File: src/verilog/alt_pkg.sv
// Purpose: Constants for the gain-control level threshold register bank
// Assumes: 8-bit configuration port, byte-wide registers
// Notes:   Field values are dB below full scale in 2 dB steps
package alt_pkg;
    localparam int          ALT_ADDR_W      = 8;
    localparam int          ALT_DATA_W      = 8;
    localparam int          ALT_FIELD_W     = 7;
    localparam int          ALT_LEVEL_W     = 8;
    localparam int          ALT_NUM_CTRL    = 3;

    // Register offsets
    localparam logic [7:0]  ALT_SAT_LOW_OFS   = 8'h18;
    localparam logic [7:0]  ALT_SAT_NOISE_OFS = 8'h19;
    localparam logic [7:0]  ALT_MONO_LOW_OFS  = 8'h20;
    localparam logic [7:0]  ALT_MONO_NOISE_OFS = 8'h21;

    // Field layout and reset values
    localparam int          ALT_RSVD_BIT    = 7;
    localparam logic [6:0]  ALT_FIELD_RST   = 7'h00;
    localparam logic [7:0]  ALT_RDATA_RST   = 8'h00;

    // Field decoding
    localparam logic [6:0]  ALT_ZERO_CODE   = 7'h49;   // 73 and above
    localparam logic [7:0]  ALT_COARSE_DB   = 8'h80;   // 128 dB down
    localparam logic [7:0]  ALT_COARSE_MASK = 8'hF8;
    localparam logic [7:0]  ALT_LEVEL_ZERO  = 8'hFF;   // Measured level exactly zero

    typedef enum logic [1:0] {
        ALT_CTRL_SAT1 = 2'b00,
        ALT_CTRL_SAT2 = 2'b01,
        ALT_CTRL_MONO = 2'b10
    } alt_ctrl_t;
endpackage

File: src/verilog/alt_thr_if.sv
// Purpose: Threshold set and level carried to one gain controller's comparator
// Assumes: Single clock domain
// Notes:   Levels are dB below full scale, 1 dB per code
`timescale 1ns/1ps
`default_nettype none
interface alt_thr_if;
    import alt_pkg::*;
    logic [ALT_FIELD_W-1:0] high_field;
    logic [ALT_FIELD_W-1:0] low_field;
    logic [ALT_FIELD_W-1:0] noise_field;
    logic [ALT_LEVEL_W-1:0] level;
    logic                   above_high;
    logic                   below_low;
    logic                   below_noise;

    modport bank (
        output high_field, low_field, noise_field, level,
        input  above_high, below_low, below_noise
    );
    modport cmp (
        input  high_field, low_field, noise_field, level,
        output above_high, below_low, below_noise
    );
endinterface
`default_nettype wire

File: src/verilog/alt_threshold_regs.sv
// Purpose: Low and noise threshold registers and per-controller level compare
// Assumes: Configuration port and levels are synchronous to i_clk_sys
// Notes:   High fields come from the neighbouring register bank
`timescale 1ns/1ps
`default_nettype none
module alt_threshold_regs
    import alt_pkg::*;
(
    // Clock, reset, enable
    input  wire logic                   i_clk_sys,
    input  wire logic                   i_rst,
    input  wire logic                   i_ce,
    // Configuration port
    input  wire logic                   i_wr_en,
    input  wire logic                   i_rd_en,
    input  wire logic [ALT_ADDR_W-1:0]  i_addr,
    input  wire logic [ALT_DATA_W-1:0]  i_wr_data,
    output logic      [ALT_DATA_W-1:0]  o_rd_data,
    output logic                        o_rd_valid,
    // High thresholds from neighbouring bank
    input  wire logic [ALT_FIELD_W-1:0] i_satellite_high_level_field,
    input  wire logic [ALT_FIELD_W-1:0] i_mono_high_level_field,
    // Measured average levels, dB below full scale
    input  wire logic [ALT_LEVEL_W-1:0] i_sat1_level,
    input  wire logic [ALT_LEVEL_W-1:0] i_sat2_level,
    input  wire logic [ALT_LEVEL_W-1:0] i_mono_level,
    // Per-controller decisions, index by alt_ctrl_t
    output logic      [ALT_NUM_CTRL-1:0] o_gain_down,
    output logic      [ALT_NUM_CTRL-1:0] o_below_low,
    output logic      [ALT_NUM_CTRL-1:0] o_below_noise,
    // Ordering check per group
    output logic                        o_sat_order_bad,
    output logic                        o_mono_order_bad
);
    logic [ALT_FIELD_W-1:0] satellite_low_level_field_reg;
    logic [ALT_FIELD_W-1:0] satellite_noise_level_field_reg;
    logic [ALT_FIELD_W-1:0] mono_low_level_field_reg;
    logic [ALT_FIELD_W-1:0] mono_noise_level_field_reg;
    logic [ALT_DATA_W-1:0]  rd_data_next;
    logic [ALT_NUM_CTRL-1:0] above_w;
    logic [ALT_NUM_CTRL-1:0] low_w;
    logic [ALT_NUM_CTRL-1:0] noise_w;

    function automatic logic alt_hit(input logic [ALT_ADDR_W-1:0] a,
                                     input logic [ALT_ADDR_W-1:0] ofs);
        return a == ofs;
    endfunction

    // Field writes; bit 7 is dropped so it stays zero
    always_ff @(posedge i_clk_sys or posedge i_rst) begin
        if (i_rst) begin
            satellite_low_level_field_reg   <= ALT_FIELD_RST;
            satellite_noise_level_field_reg <= ALT_FIELD_RST;
            mono_low_level_field_reg        <= ALT_FIELD_RST;
            mono_noise_level_field_reg      <= ALT_FIELD_RST;
        end else if (i_ce && i_wr_en) begin
            if (alt_hit(i_addr, ALT_SAT_LOW_OFS)) begin
                satellite_low_level_field_reg <= i_wr_data[ALT_FIELD_W-1:0];
            end
            if (alt_hit(i_addr, ALT_SAT_NOISE_OFS)) begin
                satellite_noise_level_field_reg <= i_wr_data[ALT_FIELD_W-1:0];
            end
            if (alt_hit(i_addr, ALT_MONO_LOW_OFS)) begin
                mono_low_level_field_reg <= i_wr_data[ALT_FIELD_W-1:0];
            end
            if (alt_hit(i_addr, ALT_MONO_NOISE_OFS)) begin
                mono_noise_level_field_reg <= i_wr_data[ALT_FIELD_W-1:0];
            end
        end
    end

    // Read mux; unmapped offsets answer zero
    always_comb begin
        rd_data_next = ALT_RDATA_RST;
        if (alt_hit(i_addr, ALT_SAT_LOW_OFS)) begin
            rd_data_next = {1'b0, satellite_low_level_field_reg};
        end else if (alt_hit(i_addr, ALT_SAT_NOISE_OFS)) begin
            rd_data_next = {1'b0, satellite_noise_level_field_reg};
        end else if (alt_hit(i_addr, ALT_MONO_LOW_OFS)) begin
            rd_data_next = {1'b0, mono_low_level_field_reg};
        end else if (alt_hit(i_addr, ALT_MONO_NOISE_OFS)) begin
            rd_data_next = {1'b0, mono_noise_level_field_reg};
        end
    end

    always_ff @(posedge i_clk_sys or posedge i_rst) begin
        if (i_rst) begin
            o_rd_data  <= ALT_RDATA_RST;
            o_rd_valid <= 1'b0;
        end else if (i_ce) begin
            o_rd_valid <= i_rd_en;
            if (i_rd_en) begin
                o_rd_data <= rd_data_next;
            end
        end
    end

    // One comparator per controller; both satellites see one threshold set
    genvar g;
    generate
        for (g = 0; g < ALT_NUM_CTRL; g++) begin : g_ctrl
            alt_thr_if t ();
            if (g == int'(ALT_CTRL_MONO)) begin : g_mono
                assign t.high_field  = i_mono_high_level_field;
                assign t.low_field   = mono_low_level_field_reg;
                assign t.noise_field = mono_noise_level_field_reg;
                assign t.level       = i_mono_level;
            end else begin : g_sat
                assign t.high_field  = i_satellite_high_level_field;
                assign t.low_field   = satellite_low_level_field_reg;
                assign t.noise_field = satellite_noise_level_field_reg;
                assign t.level       = (g == int'(ALT_CTRL_SAT1)) ? i_sat1_level
                                                                  : i_sat2_level;
            end
            alt_level_compare u_cmp (
                .t (t.cmp)
            );
            assign above_w[g] = t.above_high;
            assign low_w[g]   = t.below_low;
            assign noise_w[g] = t.below_noise;
        end
    endgenerate

    always_ff @(posedge i_clk_sys or posedge i_rst) begin
        if (i_rst) begin
            o_gain_down   <= '0;
            o_below_low   <= '0;
            o_below_noise <= '0;
        end else if (i_ce) begin
            o_gain_down   <= above_w;
            o_below_low   <= low_w;
            o_below_noise <= noise_w;
        end
    end

    // Larger field means quieter, so noise must be >= low >= high numerically
    always_ff @(posedge i_clk_sys or posedge i_rst) begin
        if (i_rst) begin
            o_sat_order_bad  <= 1'b0;
            o_mono_order_bad <= 1'b0;
        end else if (i_ce) begin
            o_sat_order_bad  <= (satellite_noise_level_field_reg < satellite_low_level_field_reg)
                             || (satellite_low_level_field_reg < i_satellite_high_level_field);
            o_mono_order_bad <= (mono_noise_level_field_reg < mono_low_level_field_reg)
                             || (mono_low_level_field_reg < i_mono_high_level_field);
        end
    end
endmodule // alt_threshold_regs
`default_nettype wire

File: src/verilog/alt_level_compare.sv
// Purpose: Decode threshold fields and compare one controller's level
// Assumes: Level input is already in the clock domain
// Notes:   Combinational; the bank registers the results
`timescale 1ns/1ps
`default_nettype none
module alt_level_compare
    import alt_pkg::*;
(
    alt_thr_if.cmp t
);
    // Field N means 2N dB down; codes from 73 up mean zero amplitude
    function automatic logic [ALT_LEVEL_W:0] alt_decode(input logic [ALT_FIELD_W-1:0] n);
        logic [ALT_LEVEL_W:0] r;
        r = '0;
        if (n >= ALT_ZERO_CODE) begin
            r = {1'b1, ALT_LEVEL_ZERO};
        end else begin
            r = {1'b0, n, 1'b0};
        end
        return r;
    endfunction

    // Deep levels compared in 8 dB bins; saves exact matching where unneeded
    function automatic logic [ALT_LEVEL_W-1:0] alt_coarse(input logic [ALT_LEVEL_W-1:0] d);
        return (d > ALT_COARSE_DB) ? (d & ALT_COARSE_MASK) : d;
    endfunction

    logic [ALT_LEVEL_W:0]   hi_d;
    logic [ALT_LEVEL_W:0]   lo_d;
    logic [ALT_LEVEL_W:0]   no_d;
    logic                   lvl_zero;
    logic [ALT_LEVEL_W-1:0] lvl_c;

    assign hi_d     = alt_decode(t.high_field);
    assign lo_d     = alt_decode(t.low_field);
    assign no_d     = alt_decode(t.noise_field);
    assign lvl_zero = (t.level == ALT_LEVEL_ZERO);
    assign lvl_c    = alt_coarse(t.level);

    // Louder means fewer dB down; a zero threshold is exceeded by any signal
    assign t.above_high  = hi_d[ALT_LEVEL_W] ? !lvl_zero
                         : (lvl_c < alt_coarse(hi_d[ALT_LEVEL_W-1:0]));
    assign t.below_low   = lo_d[ALT_LEVEL_W] ? 1'b0
                         : (lvl_c > alt_coarse(lo_d[ALT_LEVEL_W-1:0]));
    assign t.below_noise = no_d[ALT_LEVEL_W] ? 1'b0
                         : (lvl_c > alt_coarse(no_d[ALT_LEVEL_W-1:0]));
endmodule // alt_level_compare
`default_nettype wire

File: config.mk
export PLATFORM = sky130hd
export DESIGN_NAME = alt_threshold_regs
export DESIGN_NICKNAME = d
export VERILOG_FILES = /design/src/verilog/alt_pkg.sv /design/src/verilog/alt_thr_if.sv /design/src/verilog/alt_threshold_regs.sv /design/src/verilog/alt_level_compare.sv
export SDC_FILE = /design/constraint.sdc
export NUM_CORES = 1
export LEC_CHECK = 0
export BUFFER_PORTS_ARGS = -buffer_cell sky130_fd_sc_hd__clkbuf_2
export CORE_UTILIZATION = 40
export DETAILED_ROUTE_END_ITERATION = 8
export GPL_TIMING_DRIVEN = 0
export MAX_ROUTING_LAYER = met4
export PLACE_DENSITY = 0.74
export SYNTH_ARGS = -nofsm -noshare
export SYNTH_HDL_FRONTEND = slang
export SYNTH_HIERARCHICAL = 1
export SYNTH_SLANG_ARGS = --single-unit
File: constraint.sdc
create_clock -name i_clk_sys -period 1.9 [get_ports i_clk_sys]
set_input_delay 0.095 -clock i_clk_sys [delete_from_list [all_inputs] [get_ports i_clk_sys]]
set_output_delay 0.095 -clock i_clk_sys [all_outputs]
set_load 0.02 [all_outputs]
==> summary.md <==
| Metric | Value |
|---|---|
| Synth Cell Area | approximately 4700 sq um |
| Area of the multi-input gates | 3610 sq um |
| Synthesized flop and latch total | 47 |
| Mux contribution to synthesized area | 0.08821 |
| Hold_sp | i_rd_en |
| CTS H-tree depth | 2 |
| Max-cap violation count | 0 |
| Routed vias/inst | 5.765 |
| CP max stage delay | 470 ps |
| Register area | 1202 sq um |
| CP dominant cell by count | nor2_1 |
| Num ports | 79 |
| Final instance area | 5896 sq um |
| Via count | between 4,000 and 5,000 |
| RSZ-0062 raised after global routing | yes |
| Initial antenna violation count | 0 |
| Critical Path AT | ~2300 ps |
| Buffers & Inverters on Critical Path | 0 |
| Cts bufs inserted | 5 |
| Compound-Gate Fraction of Synth Area | 0.1868 |
| Die area | 12,250 sq um |
| Ys Warns | 6 |
| Cell leakage power | 2.680 nW |
| Hold Violations, Final | 0 |
| Delay-heaviest family, CP | compound AO/OA/AOI/OAI gates |
| Reg-to-Reg Start | g_ctrl[0].t.low_field[0] |
| Die Wd | 110.7 um |
| Largest family of logic cells by synthesized area | adder cells |
| Outcome | complete, but fails checks |
| All-Layer GR Usage | 0.2256 |
| # fillers | approximately 1,000 |
| Clk Latency, worst-skew pair | 290 ps |
| Antenna diodes | 0 |
| Min setup slack post-route | -233.4 ps |
| Clock transition at the registers of the reported paths | roughly 70 ps |
| WL/cell | about 17 um |
| Final net count | 796 |
| GRT overflow | 0 |
| Vias in the first global route | 4,556 |
| Worst setup startpoint | g_ctrl[0].t.low_field[0] |
| CTS Buffer Depth | 2 |
| Fin crit period | 2133 ps |
| Crit end category | flop |
| CTS Root Cell | clkbuf_16 |
| Layout cells sized above 1 | 0.3426 |
| Post-DP HPWL | 10.23 mm |
| Avg Inst Size Synth | 8.763 sq um |
| EDFF count, synth | 0 |
| Port-buffer cells | 74 |
| Synth Area in Adders | 0.2464 |
| Core ar. | 11,470 sq um |
| Setup Viol. Count Final | 6 |
| Worst-Margin Slew | 769.0 ps |
| Max Slew Vio Count | 0 |
| Post-synthesis xor/xnor area fraction | 0 |
| Starting density of the core | 0.4119 |
| Layout Skew | 8.718 ps |
| Netlist cell types | 40 |
| Drt total wl | between 10 and 15 mm |
| Worst setup SP type | flop |
| DRT iter0 DRCs | 295 |
| Crit Path Max Fanout | 5 |
| Post-Synthesis Cells | about 540 |
| Type of the most critical hold path | in2reg |
| Failing checks | setup timing |
| First-pass GRT wire length | 22.01 mm |
| Row count | 39 |
| Predominant post-synthesis flop cell | dfrtp_1 |
| TritonCTS clock tree | built |
| Simple-gate share of the synthesized area | 0.1849 |
| Total power | 0.002917 W |
| Slowest-stage cell, CP | dfrtp_2 |
| DRC errors left | 0 |
| Peak Freq | 468.7 MHz |
| Pwr Density | 494.8 nW/um^2 |
| Antenna viol nets, final | 0 |
| Critical Path RT | 2080 ps |
| Slew headroom | 0.4873 |
| Worst vdd ir | 0.3617 mV |
| Area post-placement | 5386 sq um |
| Die height | approximately 110 um |
| Layout area overhead | 24.82% |
| Placer Congestion | 0.8936 |
| Async S/R FF share, synth | 1.000 |
| # clock sinks | 47 |
| Largest net degree at the start of global routing | 38 |
| CP Cell Sequence | o31ai_4 > a21oi_4 > nor2_1 > ha_1 > a21oi_2 > nor2_1 > a211oi_2 > a221oi_2 > mux2_4 |
| Critical path class | reg2reg |
| Crit share post-route | 1.123 |
| TritonRoute pass-1 iters | 6 |
| Sequential-to-total area share from yosys stat | 0.2490 |
layout by cell type (no fill, tap or decap), drive strengths merged, types with 11 or more instances in the layout:
cell	count
nand4	16
dfrtp	47
a21oi	44
inv	39
a31oi	11
nor2	70
buf	26
ha	93
mux2	37
o31ai	13
o21ai	38
nand2	46
clkbuf	82
nand2b	11
synthesized netlist by cell type (4+ instances only):
| master | number | area, sq um |
|---|---|---|
| a21o_1 | 4 | 30.03 |
| nand2b_1 | 11 | 68.82 |
| o21ai_0 | 35 | 175.2 |
| nand2_1 | 45 | 168.9 |
| nand4_1 | 14 | 87.58 |
| o22ai_1 | 7 | 43.79 |
| a21oi_1 | 41 | 205.2 |
| mux2_2 | 37 | 416.7 |
| and4_1 | 9 | 78.83 |
| nor2b_1 | 8 | 50.05 |
| and3_1 | 4 | 25.02 |
| nor2_1 | 70 | 262.8 |
| a211oi_1 | 6 | 45.04 |
| a31oi_1 | 11 | 68.82 |
| o31ai_1 | 7 | 52.55 |
| a221oi_2 | 6 | 90.09 |
| inv_1 | 37 | 138.9 |
| o31ai_2 | 6 | 75.07 |
| dfrtp_1 | 47 | 1176 |
| conb_1 | 4 | 15.01 |
| ha_1 | 93 | 1164 |
final timing paths:
check / to / slack (ps) / depth (start not counted)
max: o_below_low[0] / -230 / 9
min in group asynchronous: o_gain_down[2] / 260 / 3
min reg2reg: o_below_low[0] / 520 / 1
min: o_rd_valid / 70 / 3
max in group asynchronous: g_ctrl[2].t.low_field[3] / 1150 / 4
max reg2reg: o_below_low[0] / -230 / 9
metrics by stage:
step	util	instances	setup WS, ps	hold WS, ps	TNS [ps]
2_1_floorplan	-	542	-37.94	245.5	-125.7
3_3_place_gp	0.4680	759	-250.6	375.3	-1097
3_5_place_dp	0.4697	760	-324.5	34.12	-1462
4_1_cts	0.5006	785	-201.1	70.90	-853.8
5_1_grt	0.5141	788	-338.0	92.23	-1520
6_report	0.5141	788	-233.4	72.01	-988.3
where the power goes:
| group | switching, W | internal [W] |
|---|---|---|
| combinational | 0.000495 | 0.000364 |
| sequential | 0.0000622 | 0.00106 |
| clock | 0.000429 | 0.000503 |
| total | 0.000986 | 0.00193 |
per-layer routing:
layer | track usage | up-vias | wire, um
li1 | - | 2193 | -
met2 | 0.3636 | 179 | 6359
met5 | - | - | 0
met3 | 0.03663 | 33 | 770
met4 | 0.07111 | 0 | 256
met1 | 0.2903 | 2138 | 6031
sequential cells by signal, indices dropped and copies added (netlist names):
name / count
g_ctrl.t.low_field: 14
g_ctrl.t.noise_field: 14
o_below_low: 3
o_below_noise: 3
o_gain_down: 3
o_mono_order_bad: 1
o_rd_data: 7
o_rd_valid: 1
o_sat_order_bad: 1
timing repair:
item                                   CTS  global route
hold buffers                             1             0
gates resized for setup                 31            21
pin swaps                                9            10
setup endpoints to repair                6             6
endpoints found under the hold margin   10             0
buffers inserted                        16             3
cell families after synthesis:
logic type                 Yosys count
AOI/OAI and AO/OA                  136
and+or+nand+nor                    175
muxes                               37
adders and majority gates           93
DFF                                 47
other                                4
buffers and inverters               47
cell type report:
class                           instances  share of cell area
Buffer                                  9            0.009126
Timing Repair Buffer                   95             0.09423
Inverter                               38             0.02419
Clock inverter                          3            0.004669
Clock buffer                            5             0.02122
Multi-Input combinational cell        448              0.6123
Tap cell                              143             0.03035
Sequential cell                        47              0.2039
worst reg2reg max path, cell delays in order (launching register included):
cell and delay (ps):
dfrtp_2 470, o31ai_4 300, a21oi_4 100, nor2_1 120, ha_1 260, a21oi_2 140, nor2_1 60, a211oi_2 220
a221oi_2 90, mux2_4 270
Note: power is estimated with default switching activity, not from simulation.
